`src/rtl/pbs_pkg.sv`:
```
package pbs_pkg;
  // apb register byte offsets
  localparam logic [7:0] PBS_CTRL_OFS = 8'h00;
  localparam logic [7:0] PBS_STAT_OFS = 8'h04;
  localparam logic [7:0] PBS_MASK_OFS = 8'h08;
  localparam logic [7:0] PBS_INFO_OFS = 8'h0c;
  // control fields
  localparam int PBS_CTRL_SERR_EN = 0;
  localparam int PBS_CTRL_PERR_EN = 1;
  localparam int PBS_CTRL_ACTIVE = 2;
  localparam logic [2:0] PBS_CTRL_RST = 3'h3;
  // status and mask fields
  localparam int PBS_ST_PERR_OWN = 0;
  localparam int PBS_ST_PERR_FAR = 1;
  localparam int PBS_ST_SERR = 2;
  localparam int PBS_ST_WAKE = 3;
  localparam int PBS_ST_HALT = 4;
  localparam logic [4:0] PBS_MASK_RST = 5'h00;
  // synchroniser lanes
  localparam int PBS_SY_CLK = 0;
  localparam int PBS_SY_RST = 1;
  localparam int PBS_SY_REQ = 2;
  localparam int PBS_SY_PERR = 3;
  localparam int PBS_SY_M66 = 4;
  localparam int PBS_SY_CRUN = 5;
  localparam int PBS_SY_MODE = 6;
  localparam logic [6:0] PBS_SY_RST_VAL = 7'h2c;
  // strap capture waits until the synchroniser holds the pin
  localparam logic [1:0] PBS_STRAP_WAIT = 2'h3;

  typedef enum logic [1:0] {PBS_ARB_IDLE, PBS_ARB_OWN, PBS_ARB_EXT} pbs_arb_t;

  typedef struct packed {
    logic [6:0] s1;
    logic [6:0] s2;
    logic clk_prev;
    logic [1:0] strap_cnt;
    logic mode_host;
    logic clk_out;
    pbs_arb_t arb;
    logic gnt3_n;
    logic own_gnt;
    logic perr_drv;
    logic [1:0] serr_pipe;
    logic serr_drv;
    logic halt_pend;
    logic halt;
    logic active_oe;
    logic [2:0] ctrl;
    logic [4:0] sts;
    logic [4:0] msk;
    logic irq;
    logic [31:0] prdata;
    logic pready;
    logic pslverr;
  } pbs_state_t;
endpackage

```
`src/rtl/pbs_sideband.sv`:
```
`timescale 1ns/10ps
// Contract
// RULE_01 - mode strap high selects host bridge with on-chip arbiter enabled
// RULE_02 - mode strap low selects guest bridge, arbiter kept disabled
// RULE_03 - host mode arbiter drives grant 3 low for requester 3
// RULE_04 - bus signals sampled only on rising edges of the bus clock; bus reset is acted on at every pclk edge instead
// RULE_05 - drive parity error low when own parity check finds an error
// RULE_06 - while generating parity, watch parity error line for receiver reports
// RULE_07 - master parity error sets status, finishes burst, halts until cleared
// RULE_08 - address parity error asserts system error two bus clocks later
// RULE_09 - environment asserts fast bus enable for a 66 MHz segment
// RULE_10 - host mode drives bus clock out 0, looped back to clock in
// RULE_11 - bus reset is always an input, driven from outside
// RULE_12 - clock run request pin is never driven
// RULE_13 - mini bus active is open drain, asserted for full performance
// RULE_14 - wake-up event pulls power management wake line low
// RULE_15 - arbiter asserts at most one grant at any time
module pbs_sideband
  import pbs_pkg::*;
(
  input wire logic pclk,
  input wire logic presetn,
  input wire logic [7:0] paddr,
  input wire logic psel,
  input wire logic penable,
  input wire logic pwrite,
  input wire logic [31:0] pwdata,
  output logic [31:0] prdata,
  output logic pready,
  output logic pslverr,
  input wire logic bridge_mode_select,
  input wire logic bus_clk_in,
  input wire logic bus_reset_in_n,
  input wire logic fast_bus_enable,
  output logic bus_clock_out_0,
  input wire logic arbiter_request_3_n,
  output logic arbiter_grant_3_n,
  input wire logic parity_error_n_i,
  output logic parity_error_n_o,
  output logic parity_error_n_oe,
  output logic system_error_n_o,
  output logic system_error_n_oe,
  input wire logic clock_run_request_n_i,
  output logic clock_run_request_n_o,
  output logic clock_run_request_n_oe,
  output logic mini_bus_active_n_o,
  output logic mini_bus_active_n_oe,
  output logic power_mgmt_wake_n_o,
  output logic power_mgmt_wake_n_oe,
  input wire logic own_bus_req,
  output logic own_grant,
  input wire logic par_check_err,
  input wire logic addr_par_err,
  input wire logic gen_par,
  input wire logic master_active,
  input wire logic burst_done,
  output logic master_halt,
  input wire logic wake_event,
  input wire logic full_perf_req,
  output logic irq
);

  pbs_state_t q, n;
  logic be;
  logic brst;
  logic setup;
  logic wr_acc;
  logic [4:0] w1c;
  logic [4:0] ev;

  // bus clock is sampled by pclk; edges only from the second stage
  assign be = q.s2[PBS_SY_CLK] & ~q.clk_prev;
  assign brst = ~q.s2[PBS_SY_RST];
  assign setup = psel & ~penable;
  assign wr_acc = psel & penable & pwrite & q.pready & ~q.pslverr;

  always_comb begin
    n = q;
    w1c = 5'h00;
    ev = 5'h00;
    n.s1 = {bridge_mode_select, clock_run_request_n_i, fast_bus_enable,
            parity_error_n_i, arbiter_request_3_n, bus_reset_in_n,
            bus_clk_in};
    n.s2 = q.s1;
    n.clk_prev = q.s2[PBS_SY_CLK];
    // strap caught once, after release and sync fill
    if (q.strap_cnt != PBS_STRAP_WAIT) begin
      n.strap_cnt = q.strap_cnt + 2'h1;
      n.mode_host = q.s2[PBS_SY_MODE];
    end
    // RULE_10 host clock out
    n.clk_out = q.mode_host & (q.strap_cnt == PBS_STRAP_WAIT) & ~q.clk_out;
    // RULE_11 external bus reset
    if (brst) begin
      n.arb = PBS_ARB_IDLE;
      n.gnt3_n = 1'b1;
      n.own_gnt = 1'b0;
      n.perr_drv = 1'b0;
      n.serr_pipe = 2'h0;
      n.serr_drv = 1'b0;
    // RULE_04 bus edge sampling
    end else if (be) begin
      // RULE_05 own parity error
      n.perr_drv = q.ctrl[PBS_CTRL_PERR_EN] & par_check_err;
      ev[PBS_ST_PERR_OWN] = n.perr_drv;
      // RULE_06 watch receiver reports
      ev[PBS_ST_PERR_FAR] = gen_par & ~q.s2[PBS_SY_PERR];
      // RULE_08 two clock delay
      n.serr_pipe = {q.serr_pipe[0],
                     addr_par_err & q.ctrl[PBS_CTRL_SERR_EN]};
      n.serr_drv = q.serr_pipe[1];
      ev[PBS_ST_SERR] = q.serr_pipe[1];
      // RULE_01 RULE_02 arbiter only in host mode
      if (!q.mode_host) begin
        n.arb = PBS_ARB_IDLE;
        n.gnt3_n = 1'b1;
        n.own_gnt = 1'b0;
      end else begin
        // RULE_15 via idle between owners
        case (q.arb)
          PBS_ARB_IDLE: begin
            if (own_bus_req && !q.halt) begin
              n.arb = PBS_ARB_OWN;
              n.own_gnt = 1'b1;
            // RULE_03 grant to requester 3
            end else if (!q.s2[PBS_SY_REQ]) begin
              n.arb = PBS_ARB_EXT;
              n.gnt3_n = 1'b0;
            end
          end
          PBS_ARB_OWN: begin
            if (!own_bus_req || q.halt) begin
              n.arb = PBS_ARB_IDLE;
              n.own_gnt = 1'b0;
            end
          end
          PBS_ARB_EXT: begin
            if (q.s2[PBS_SY_REQ]) begin
              n.arb = PBS_ARB_IDLE;
              n.gnt3_n = 1'b1;
            end
          end
          default: begin
            n.arb = PBS_ARB_IDLE;
            n.gnt3_n = 1'b1;
            n.own_gnt = 1'b0;
          end
        endcase
      end
    end
    // RULE_07 finish burst then halt
    if ((ev[PBS_ST_PERR_OWN] || ev[PBS_ST_PERR_FAR]) && master_active) begin
      n.halt_pend = 1'b1;
    end
    if (q.halt_pend && burst_done) begin
      n.halt_pend = 1'b0;
      n.halt = 1'b1;
      ev[PBS_ST_HALT] = 1'b1;
    end
    // RULE_14 wake event
    ev[PBS_ST_WAKE] = wake_event;
    // apb: decode in setup, act at access
    n.pready = 1'b1;
    if (setup) begin
      n.pslverr = 1'b0;
      case (paddr)
        PBS_CTRL_OFS: n.prdata = {29'h0, q.ctrl};
        PBS_STAT_OFS: n.prdata = {27'h0, q.sts};
        PBS_MASK_OFS: n.prdata = {27'h0, q.msk};
        PBS_INFO_OFS: n.prdata = {24'h0, q.s2[PBS_SY_CRUN],
                                  q.s2[PBS_SY_M66], q.halt, q.halt_pend,
                                  ~q.gnt3_n, q.own_gnt, brst, q.mode_host};
        default: begin
          n.prdata = 32'h0;
          n.pslverr = 1'b1;
        end
      endcase
    end
    if (wr_acc) begin
      case (paddr)
        PBS_CTRL_OFS: n.ctrl = pwdata[2:0];
        PBS_STAT_OFS: w1c = pwdata[4:0];
        PBS_MASK_OFS: n.msk = pwdata[4:0];
        default: n.ctrl = q.ctrl;
      endcase
    end
    // set wins over a write-one clear
    n.sts = (q.sts & ~w1c) | ev;
    // RULE_07 resume once status cleared
    if (!n.sts[PBS_ST_HALT]) begin
      n.halt = 1'b0;
    end
    n.irq = |(n.sts & n.msk);
    // RULE_13 full performance request
    n.active_oe = q.ctrl[PBS_CTRL_ACTIVE] | full_perf_req;
  end

  always_ff @(posedge pclk or negedge presetn) begin
    if (!presetn) begin
      q <= '{s1: PBS_SY_RST_VAL, s2: PBS_SY_RST_VAL, clk_prev: 1'b0,
             strap_cnt: 2'h0, mode_host: 1'b0, clk_out: 1'b0,
             arb: PBS_ARB_IDLE, gnt3_n: 1'b1, own_gnt: 1'b0,
             perr_drv: 1'b0, serr_pipe: 2'h0, serr_drv: 1'b0,
             halt_pend: 1'b0, halt: 1'b0, active_oe: 1'b0,
             ctrl: PBS_CTRL_RST, sts: 5'h00, msk: PBS_MASK_RST,
             irq: 1'b0, prdata: 32'h0, pready: 1'b0, pslverr: 1'b0};
    end else begin
      q <= n;
    end
  end

  assign prdata = q.prdata;
  assign pready = q.pready;
  assign pslverr = q.pslverr;
  assign bus_clock_out_0 = q.clk_out;
  assign arbiter_grant_3_n = q.gnt3_n;
  assign own_grant = q.own_gnt;
  assign master_halt = q.halt;
  assign irq = q.irq;
  assign parity_error_n_o = 1'b0;
  assign parity_error_n_oe = q.perr_drv;
  // open drain: only ever pulls low
  assign system_error_n_o = 1'b0;
  assign system_error_n_oe = q.serr_drv;
  // RULE_12 never driven
  assign clock_run_request_n_o = 1'b1;
  assign clock_run_request_n_oe = 1'b0;
  assign mini_bus_active_n_o = 1'b0;
  assign mini_bus_active_n_oe = q.active_oe;
  assign power_mgmt_wake_n_o = 1'b0;
  assign power_mgmt_wake_n_oe = q.sts[PBS_ST_WAKE];

  logic strap_ok;
  assign strap_ok = (q.strap_cnt == PBS_STRAP_WAIT);
endmodule

```
`config.mk`:
```
export PLATFORM = sky130hd
export DESIGN_NAME = pbs_sideband
export DESIGN_NICKNAME = d
export VERILOG_FILES = /design/src/rtl/pbs_pkg.sv /design/src/rtl/pbs_sideband.sv
export SDC_FILE = /design/constraint.sdc
export NUM_CORES = 1
export LEC_CHECK = 0
export BUFFER_PORTS_ARGS = -buffer_cell sky130_fd_sc_hd__buf_2
export CELL_PAD_IN_SITES_DETAIL_PLACEMENT = 1
export CELL_PAD_IN_SITES_GLOBAL_PLACEMENT = 2
export CORE_ASPECT_RATIO = 1.5
export CORE_MARGIN = 2
export CORE_UTILIZATION = 29
export CTS_BUF_LIST = sky130_fd_sc_hd__clkbuf_8
export CTS_CLUSTER_SIZE = 14
export DETAILED_ROUTE_END_ITERATION = 12
export PLACE_DENSITY_LB_ADDON = 0.1
export SYNTH_ARGS = -nofsm -noshare
export SYNTH_HDL_FRONTEND = slang
export SYNTH_SLANG_ARGS = --single-unit
```
`constraint.sdc`:
```
create_clock -name pclk -period 2.4 [get_ports pclk]
set_input_delay 0.12 -clock pclk [delete_from_list [all_inputs] [get_ports pclk]]
set_output_delay 0.12 -clock pclk [all_outputs]
set_load 0.05 [all_outputs]
```
==> results of run 1 <==
==> timing repair <==
| item | in CTS | in global routing |
|---|---|---|
| hold endpoints to repair | 28 | 0 |
| hold buffers | 9 | 0 |
| buffers inserted | 0 | 0 |
| setup endpoints to repair | 0 | 0 |
==> stage by stage <==
stage                     hold WS, ns  power [mW]  cells
after floorplan               -0.1756       1.189    252
after detailed placement       0.1703       1.233    374
after global routing         0.009823       1.844    391
after global placement         0.1570       1.232    374
final                         0.02168       1.745    391
after CTS                    0.006431       1.788    391
==> layer usage <==
metal | GRT usage (%) | part of all wire, % | vias up
li1 | - | - | 803
met1 | 14.19 | 39 | 828
met2 | 23.59 | 52 | 64
met3 | 3.298 | 6.7 | 7
met4 | 5.977 | 2.4 | 0
met5 | 0 | 0 | -
==> synth_stat cells (2+ instances only) <==
cell type and number:
or2_2 3, nand2_1 26, dfrtp_1 45, a21oi_1 11
inv_1 7, mux2_2 3, mux2_1 4, a22oi_1 2
a22o_1 7, o21a_1 2, o21ai_0 12, mux4_2 3
nor2b_1 3, nand3_1 5, nand2b_1 5, dfstp_2 9
nor3_1 3, and4bb_1 2, conb_1 2, clkbuf_1 3
nor2_1 10, buf_4 40
==> cells by family (layout without fill, tap and decap cells) <==
family / Yosys count / count (layout)
simple gates: 66 / 66
flops: 54 / 54
buf+inv: 51 / 83
compound gates: 37 / 37
mux: 11 / 11
other cells: 2 / 31
fa+ha+maj: 1 / 1
xor+xnor: 1 / 1
==> placed cells by master (no fill, tap or decap), types with 5 or more instances in the layout <==
cell,instances
a21oi_1,11
a22o_1,7
buf_2,51
buf_4,6
clkbuf_8,6
conb_1,31
dfrtp_1,45
dfstp_2,9
dlygate4sd3_1,9
inv_1,8
nand2_1,26
nand2b_1,5
nand3_1,5
nor2_1,10
o21ai_0,12
==> worst reg2reg max path, cell delays in order, from the launching register on <==
cell      delay (ns)
dfrtp_1         0.41
and4bb_1        0.27
nand4_1         0.23
or3b_1          0.45
a32o_1          0.28
a2111o_1        0.40
==> power breakdown <==
part / switching (mW) / leakage, nW / internal (mW) / total, mW
combinational: 0.197 / 0.721 / 0.0646 / 0.262
sequential: 0.0172 / 0.660 / 0.942 / 0.959
clock: 0.295 / 0.0524 / 0.229 / 0.524
==> path summary, 6_finish.rpt <==
kind | slack, ns | to | cells past startpoint
max reg2reg | 0.24 | irq$_DFF_PN0_ | 5
min reg2reg | 0.36 | q[65]$_DFF_PN0_ | 0
max in group asynchronous | 1.42 | n[66]$_DFF_PN1_ | 3
min | 0.02 | q[50]$_DFFE_PN0P_ | 2
min in group asynchronous | 0.33 | prdata[2]$_DFFE_PN0P_ | 2
max | 0.24 | irq$_DFF_PN0_ | 5
==> area by class of cell <==
class,instances,area [µm²]
Inverter,8,30.03
Sequential cell,54,1363
Timing Repair Buffer,67,410.4
Clock inverter,2,8.758
Clock buffer,6,82.58
Tap cell,107,133.9
Fill cell,964,5451
Multi-Input combinational cell,147,882.1
==> out/qor.csv, run 1 <==
metric,value,unit
"Seq/Total Area, Yosys",55.00,%
status,finished clean,
Final GP Congestion,0.7762,
Synth Area in Compound Gates,9.545,%
Netlist cell types,38,
Buffers on Ports,51,
WP data arrival,2.36,ns
gr ovfl total,0,
ANT cells,0,
H-tree depth,2,
Synth Cell Area,2477,µm²
Gate Count Post-Synth,223,
layout cell share with drive strength beyond 1,30.63,%
crit path capture type,flip-flop,
Core ar.,8362,µm²
All-Layer GR Usage,13.04,%
First-pass DRT Iterations,4,
Total Nets Final,344,
multiplexer share of the synthesized area,6.313,%
"CP delay by family, top",simple AND/OR/NAND/NOR gates,
required time of the critical path,2.60,ns
die height,117.2,µm
clock-pin slew on the worst setup and hold paths,0.10,ns
maximum number of pins on one net before global-route repair,32,
top_reg_cell synth,dfrtp_1,
Worst path slowest cell,or3b_1,
skew final,0.01240,ns
syn_area_per_cell,11.11,µm²
CP Max Fanout,4,
final antenna-violating net count,0,
Ys Warns,0,
row count,41,
slew margin rel.,61.92,%
pre-CTS setup slack,0.2085,ns
Residual DRC,0,
Die Wd,79.47,µm
Reg with most FFs,q,
# resized after CTS,0,
"Hold Vio Cnt, Final",0,
setup ws final,0.2365,ns
CTS Buffer Depth,2,
Crit Path Category,flip-flop to flip-flop,
LEAKAGE,1.433,nW
hpwl dp,4334,µm
post-synth top area cell,dfrtp_1,
Placed Instance Area,2729,µm²
Yosys top cell area share,45.45,%
fmax,462.2,MHz
setup TNS,0,ns
Starting Density,29.63,%
total wire length,5591,µm
CTS buffer count,5,
boundary pin count,109,
Final Critical Period,2.164,ns
clock root cell,clkbuf_8,
CP cell instances,and4bb_1 -> nand4_1 -> or3b_1 -> a32o_1 -> a2111o_1,
max incr delay on CP,0.45,ns
Layout area overhead,17.47,%
final core occ,34.80,%
Routed wire per std cell,14.30,µm
Post-synth EDFFs,0,
first-pass GRT wire length,8914,µm
Critical Path Source Type,flip-flop,
setup violators final,0,
clk_lat worst skew,0.31,ns
simple-gate share of the synthesized area,14.19,%
Largest register FFs,27,
max-slew violations,0,
Worst Setup SP,pslverr$_DFFE_PN0P_,
vias,1702,
post-synthesis adder-cell area fraction,0.5051,%
hold crit path type,input port to flip-flop,
max cap viols,0,
reg2reg start,pslverr$_DFFE_PN0P_,
TritonCTS clock tree,yes,
Final period util,90.15,%
DR iter-0 viols,72,
XOR/XNOR Fraction of Synth Area,0.3535,%
Sink Count,54,
Buffers & Inverters on Critical Path,0,
vias per cell,4.353,
post-synthesis async set-or-reset flop share,100.0,%
Area contributors post-synth,"dfrtp_1, buf_4, dfstp_2",
vias in the first global route,1710,
Power per Cell Area,599.5,nW/µm²
Slew @ Worst Pin,0.5711,ns
Yosys reg bits,54,
post-route cell area,2910,µm²
RSZ-0062 raised after global routing,no,
initial antenna violation count,0,
die area,9313,µm²
worst ir drop on vdd,301.8,µV
Hold Startpoint,burst_done,
main combinational cell family by area after synthesis,simple AND/OR/NAND/NOR gates,
Note: power is estimated with default switching activity, not from simulation.
==> run 2, diff against run 1 <==
Settings changed: ABC_AREA set to 1, CORE_UTILIZATION 29 to 28.
==> run 2 against run 1 <==
- first-iteration DRC count fell by 35%
- clock skew decreased by 0.0020 ns
- combinational power up 39%
- critical path type unchanged
- critical endpoint unchanged
- largest power group unchanged
==> out/qor.csv, run 2 <==
metric,value,unit,change
status,finished clean,,unchanged
part of the power in registers,51.7,%,was 55.0%
Routed wire per std cell,12.40,µm,was 14.30 µm
P_int,1.310,mW,was 1.236 mW
syn_area_per_cell,9.382,µm²,was 11.11 µm²
"top cells by count, synth","nand2_1, dfrtp_1, buf_4, inv_1, o21ai_0",,"was dfrtp_1, buf_4, nand2_1, o21ai_0, a21oi_1"
CP Max Fanout,13,,was 4
multi-input logic area,962.2,µm²,was 882.1 µm²
Yosys reg bits,54,,unchanged
WL met3,242,µm,was 373 µm
Netlist cell types,34,,was 38
Crit Path Category,flip-flop to flip-flop,,unchanged
CTS buffer count,5,,unchanged
first-pass GRT wire length,9094,µm,was 8914 µm
max cap viols,0,,unchanged
Reg with most FFs,q,,unchanged
Gate Count Post-Synth,277,,was 223
Die Wd,82.66,µm,was 79.47 µm
Setup Buffers After CTS,0,,unchanged
post-synthesis adder-cell area fraction,0.4815,%,was 0.5051%
vias in the first global route,1899,,was 1710
initial antenna violation count,0,,unchanged
slew margin rel.,53.50,%,was 61.92%
Comb pwr share,18.8,%,was 15.0%
gr ovfl total,0,,unchanged
sw frac,32.31,%,was 29.18%
Area contributors post-synth,"dfrtp_1, buf_4, nand2_1",,"was dfrtp_1, buf_4, dfstp_2"
max-slew violations,0,,unchanged
crit path capture type,flip-flop,,unchanged
Psw,0.6252,mW,was 0.5091 mW
Synth Cell Area,2599,µm²,was 2477 µm²
"commonest non-fill, non-tap cell in the layout",nand2_1,,was buf_2
r2r setup slk,0.84,ns,was 0.24 ns
WP data arrival,1.76,ns,was 2.36 ns
simple-gate share of the synthesized area,24.55,%,was 14.19%
met2 wire len,3071,µm,was 2908 µm
fillers,1119,,was 964
die height,122.0,µm,was 117.2 µm
LEAKAGE,1.570,nW,was 1.433 nW
First-pass DRT Iterations,4,,unchanged
boundary pin count,109,,unchanged
vias,1875,,was 1702
most frequent cell after synthesis,nand2_1,,was dfrtp_1
vias per cell,4.176,,was 4.353
ANT cells,0,,unchanged
clk_lat worst skew,0.32,ns,was 0.31 ns
Largest register FFs,27,,unchanged
maximum number of pins on one net before global-route repair,55,,was 32
clock root cell,clkbuf_8,,unchanged
TritonCTS clock tree,yes,,unchanged
Final GP Congestion,0.6692,,was 0.7762
row count,43,,was 41
main combinational cell family by area after synthesis,simple AND/OR/NAND/NOR gates,,unchanged
Final period util,64.87,%,was 90.15%
final antenna-violating net count,0,,unchanged
post-synthesis async set-or-reset flop share,100.0,%,unchanged
"commonest cells after routing, fill and taps aside","nand2_1, buf_2, dfrtp_1, conb_1, inv_1",,"was buf_2, dfrtp_1, conb_1, nand2_1, o21ai_0"
Synth Area in Compound Gates,6.740,%,was 9.545%
"Seq/Total Area, Yosys",52.43,%,was 55.00%
Starting Density,28.41,%,was 29.63%
Power per Cell Area,639.3,nW/µm²,was 599.5 nW/µm²
post-synth top area cell,dfrtp_1,,unchanged
worst ir drop on vdd,215.2,µV,was 301.8 µV
FF+latch area,1363,µm²,unchanged
layout cell share with drive strength beyond 1,29.67,%,was 30.63%
clock-pin slew on the worst setup and hold paths,0.10,ns,about the same
skew final,0.01044,ns,was 0.01240 ns
Sink Count,54,,unchanged
Yosys top cell area share,43.33,%,was 45.45%
Buffers on Ports,51,,unchanged
Slew @ Worst Pin,0.6975,ns,was 0.5711 ns
final core occ,33.09,%,was 34.80%
Core ar.,9146,µm²,was 8362 µm²
Final Critical Period,1.557,ns,was 2.164 ns
Residual DRC,0,,unchanged
Top Metal Used,met4,,unchanged
hpwl dp,4315,µm,was 4334 µm
Total Nets Final,397,,was 344
Ys Warns,0,,unchanged
Power Total,1.935,mW,was 1.745 mW
Post-synth EDFFs,0,,unchanged
CTS Buffer Depth,2,,unchanged
hold crit path type,input port to flip-flop,,unchanged
Layout area overhead,16.47,%,was 17.47%
die area,10080,µm²,was 9313 µm²
total wire length,5566,µm,was 5591 µm
clock share of power,29.5,%,was 30.0%
All-Layer GR Usage,12.21,%,was 13.04%
Critical Path Source Type,flip-flop,,unchanged
M1 wire length,2151,µm,was 2177 µm
required time of the critical path,2.61,ns,was 2.60 ns
setup TNS,0,ns,unchanged
fmax,642.3,MHz,was 462.2 MHz
DR iter-0 viols,47,,was 72
top_reg_cell synth,dfrtp_1,,unchanged
"Hold Vio Cnt, Final",0,,unchanged
H-tree depth,2,,unchanged
setup violators final,0,,unchanged
XOR/XNOR Fraction of Synth Area,0.3370,%,was 0.3535%
multiplexer share of the synthesized area,0.4333,%,was 6.313%
RSZ-0062 raised after global routing,no,,unchanged
-- run 2: worst paths after layout --
kind | endpoint | cells past startpoint | startpoint
min reg2reg | q[65]$_DFF_PN0_ | 0 | n[65]$_DFF_PN0_
max | irq$_DFF_PN0_ | 10 | pslverr$_DFFE_PN0P_
max in group asynchronous | q[38]$_DFF_PN0_ | 3 | presetn
min in group asynchronous | n[68]$_DFF_PN0_ | 3 | presetn
min | power_mgmt_wake_n_oe$_DFF_PN0_ | 3 | wake_event
max reg2reg | irq$_DFF_PN0_ | 10 | pslverr$_DFFE_PN0P_
-- run 2: logic make-up (layout without fill, tap and decap cells) --
kind of cell,Yosys count,count (layout)
other,2,31
and+or+nand+nor,124,124
DFF,54,54
adders and majority gates,1,1
buffers and inverters,63,94
muxes,1,1
xor gates and xnor gates,1,1
AOI/OAI and AO/OA,31,31
-- run 2: final cells by class --
| class | count | area share, % |
|---|---|---|
| flip-flops and latches | 54 | 45.02 |
| multi-input cells | 189 | 31.79 |
| repair buffers | 63 | 12.24 |
| well taps | 112 | 4.630 |
| clock buffers | 7 | 3.183 |
| inverters | 23 | 2.852 |
| clock inverters | 1 | 0.2894 |
-- run 2: per-stage QoR --
step                area (µm²)  instances  hold WS, ns  setup slack, ns
global placement          2821        431       0.2262           0.7939
CTS                       3027        449     0.006599           0.7909
global route              3027        449      0.02581           0.7100
floorplan                 2708        306      -0.1756           0.7559
detailed placement        2821        431       0.2265           0.7606
finish                    3027        449      0.01953           0.8431
-- run 2: critical path: stages (launching register included) --
cell,delay (ns)
dfrtp_1,0.38
inv_1,0.07
nand2_1,0.08
nor2_4,0.37
nand2_4,0.14
nand2_1,0.08
nand2_1,0.07
nand2_1,0.07
nand2_1,0.05
inv_1,0.08
nand2_1,0.07
-- run 2: power by group through the flow --
stage / Combinational [mW] / Clock (mW) / Sequential, mW
2_1_floorplan: 0.225 / 0 / 1.08
6_report: 0.364 / 0.570 / 1.00
3_5_place_dp: 0.359 / 0 / 1.02
4_1_cts: 0.372 / 0.605 / 1.00
5_1_grt: 0.396 / 0.643 / 1.01
3_3_place_gp: 0.356 / 0 / 1.02
-- run 2: timing repair --
action / in CTS / in global routing
gates resized for setup: 0 / 0
endpoints found under the setup margin: 0 / 0
hold buffers: 10 / 0
endpoints found under the hold margin: 54 / 0
-- run 2: per-layer routing --
metal | track usage [%] | vias to the layer above
met3 | 2.444 | 8
met5 | 0 | -
li1 | - | 922
met2 | 22.18 | 47
met4 | 4.918 | 0
met1 | 13.50 | 898
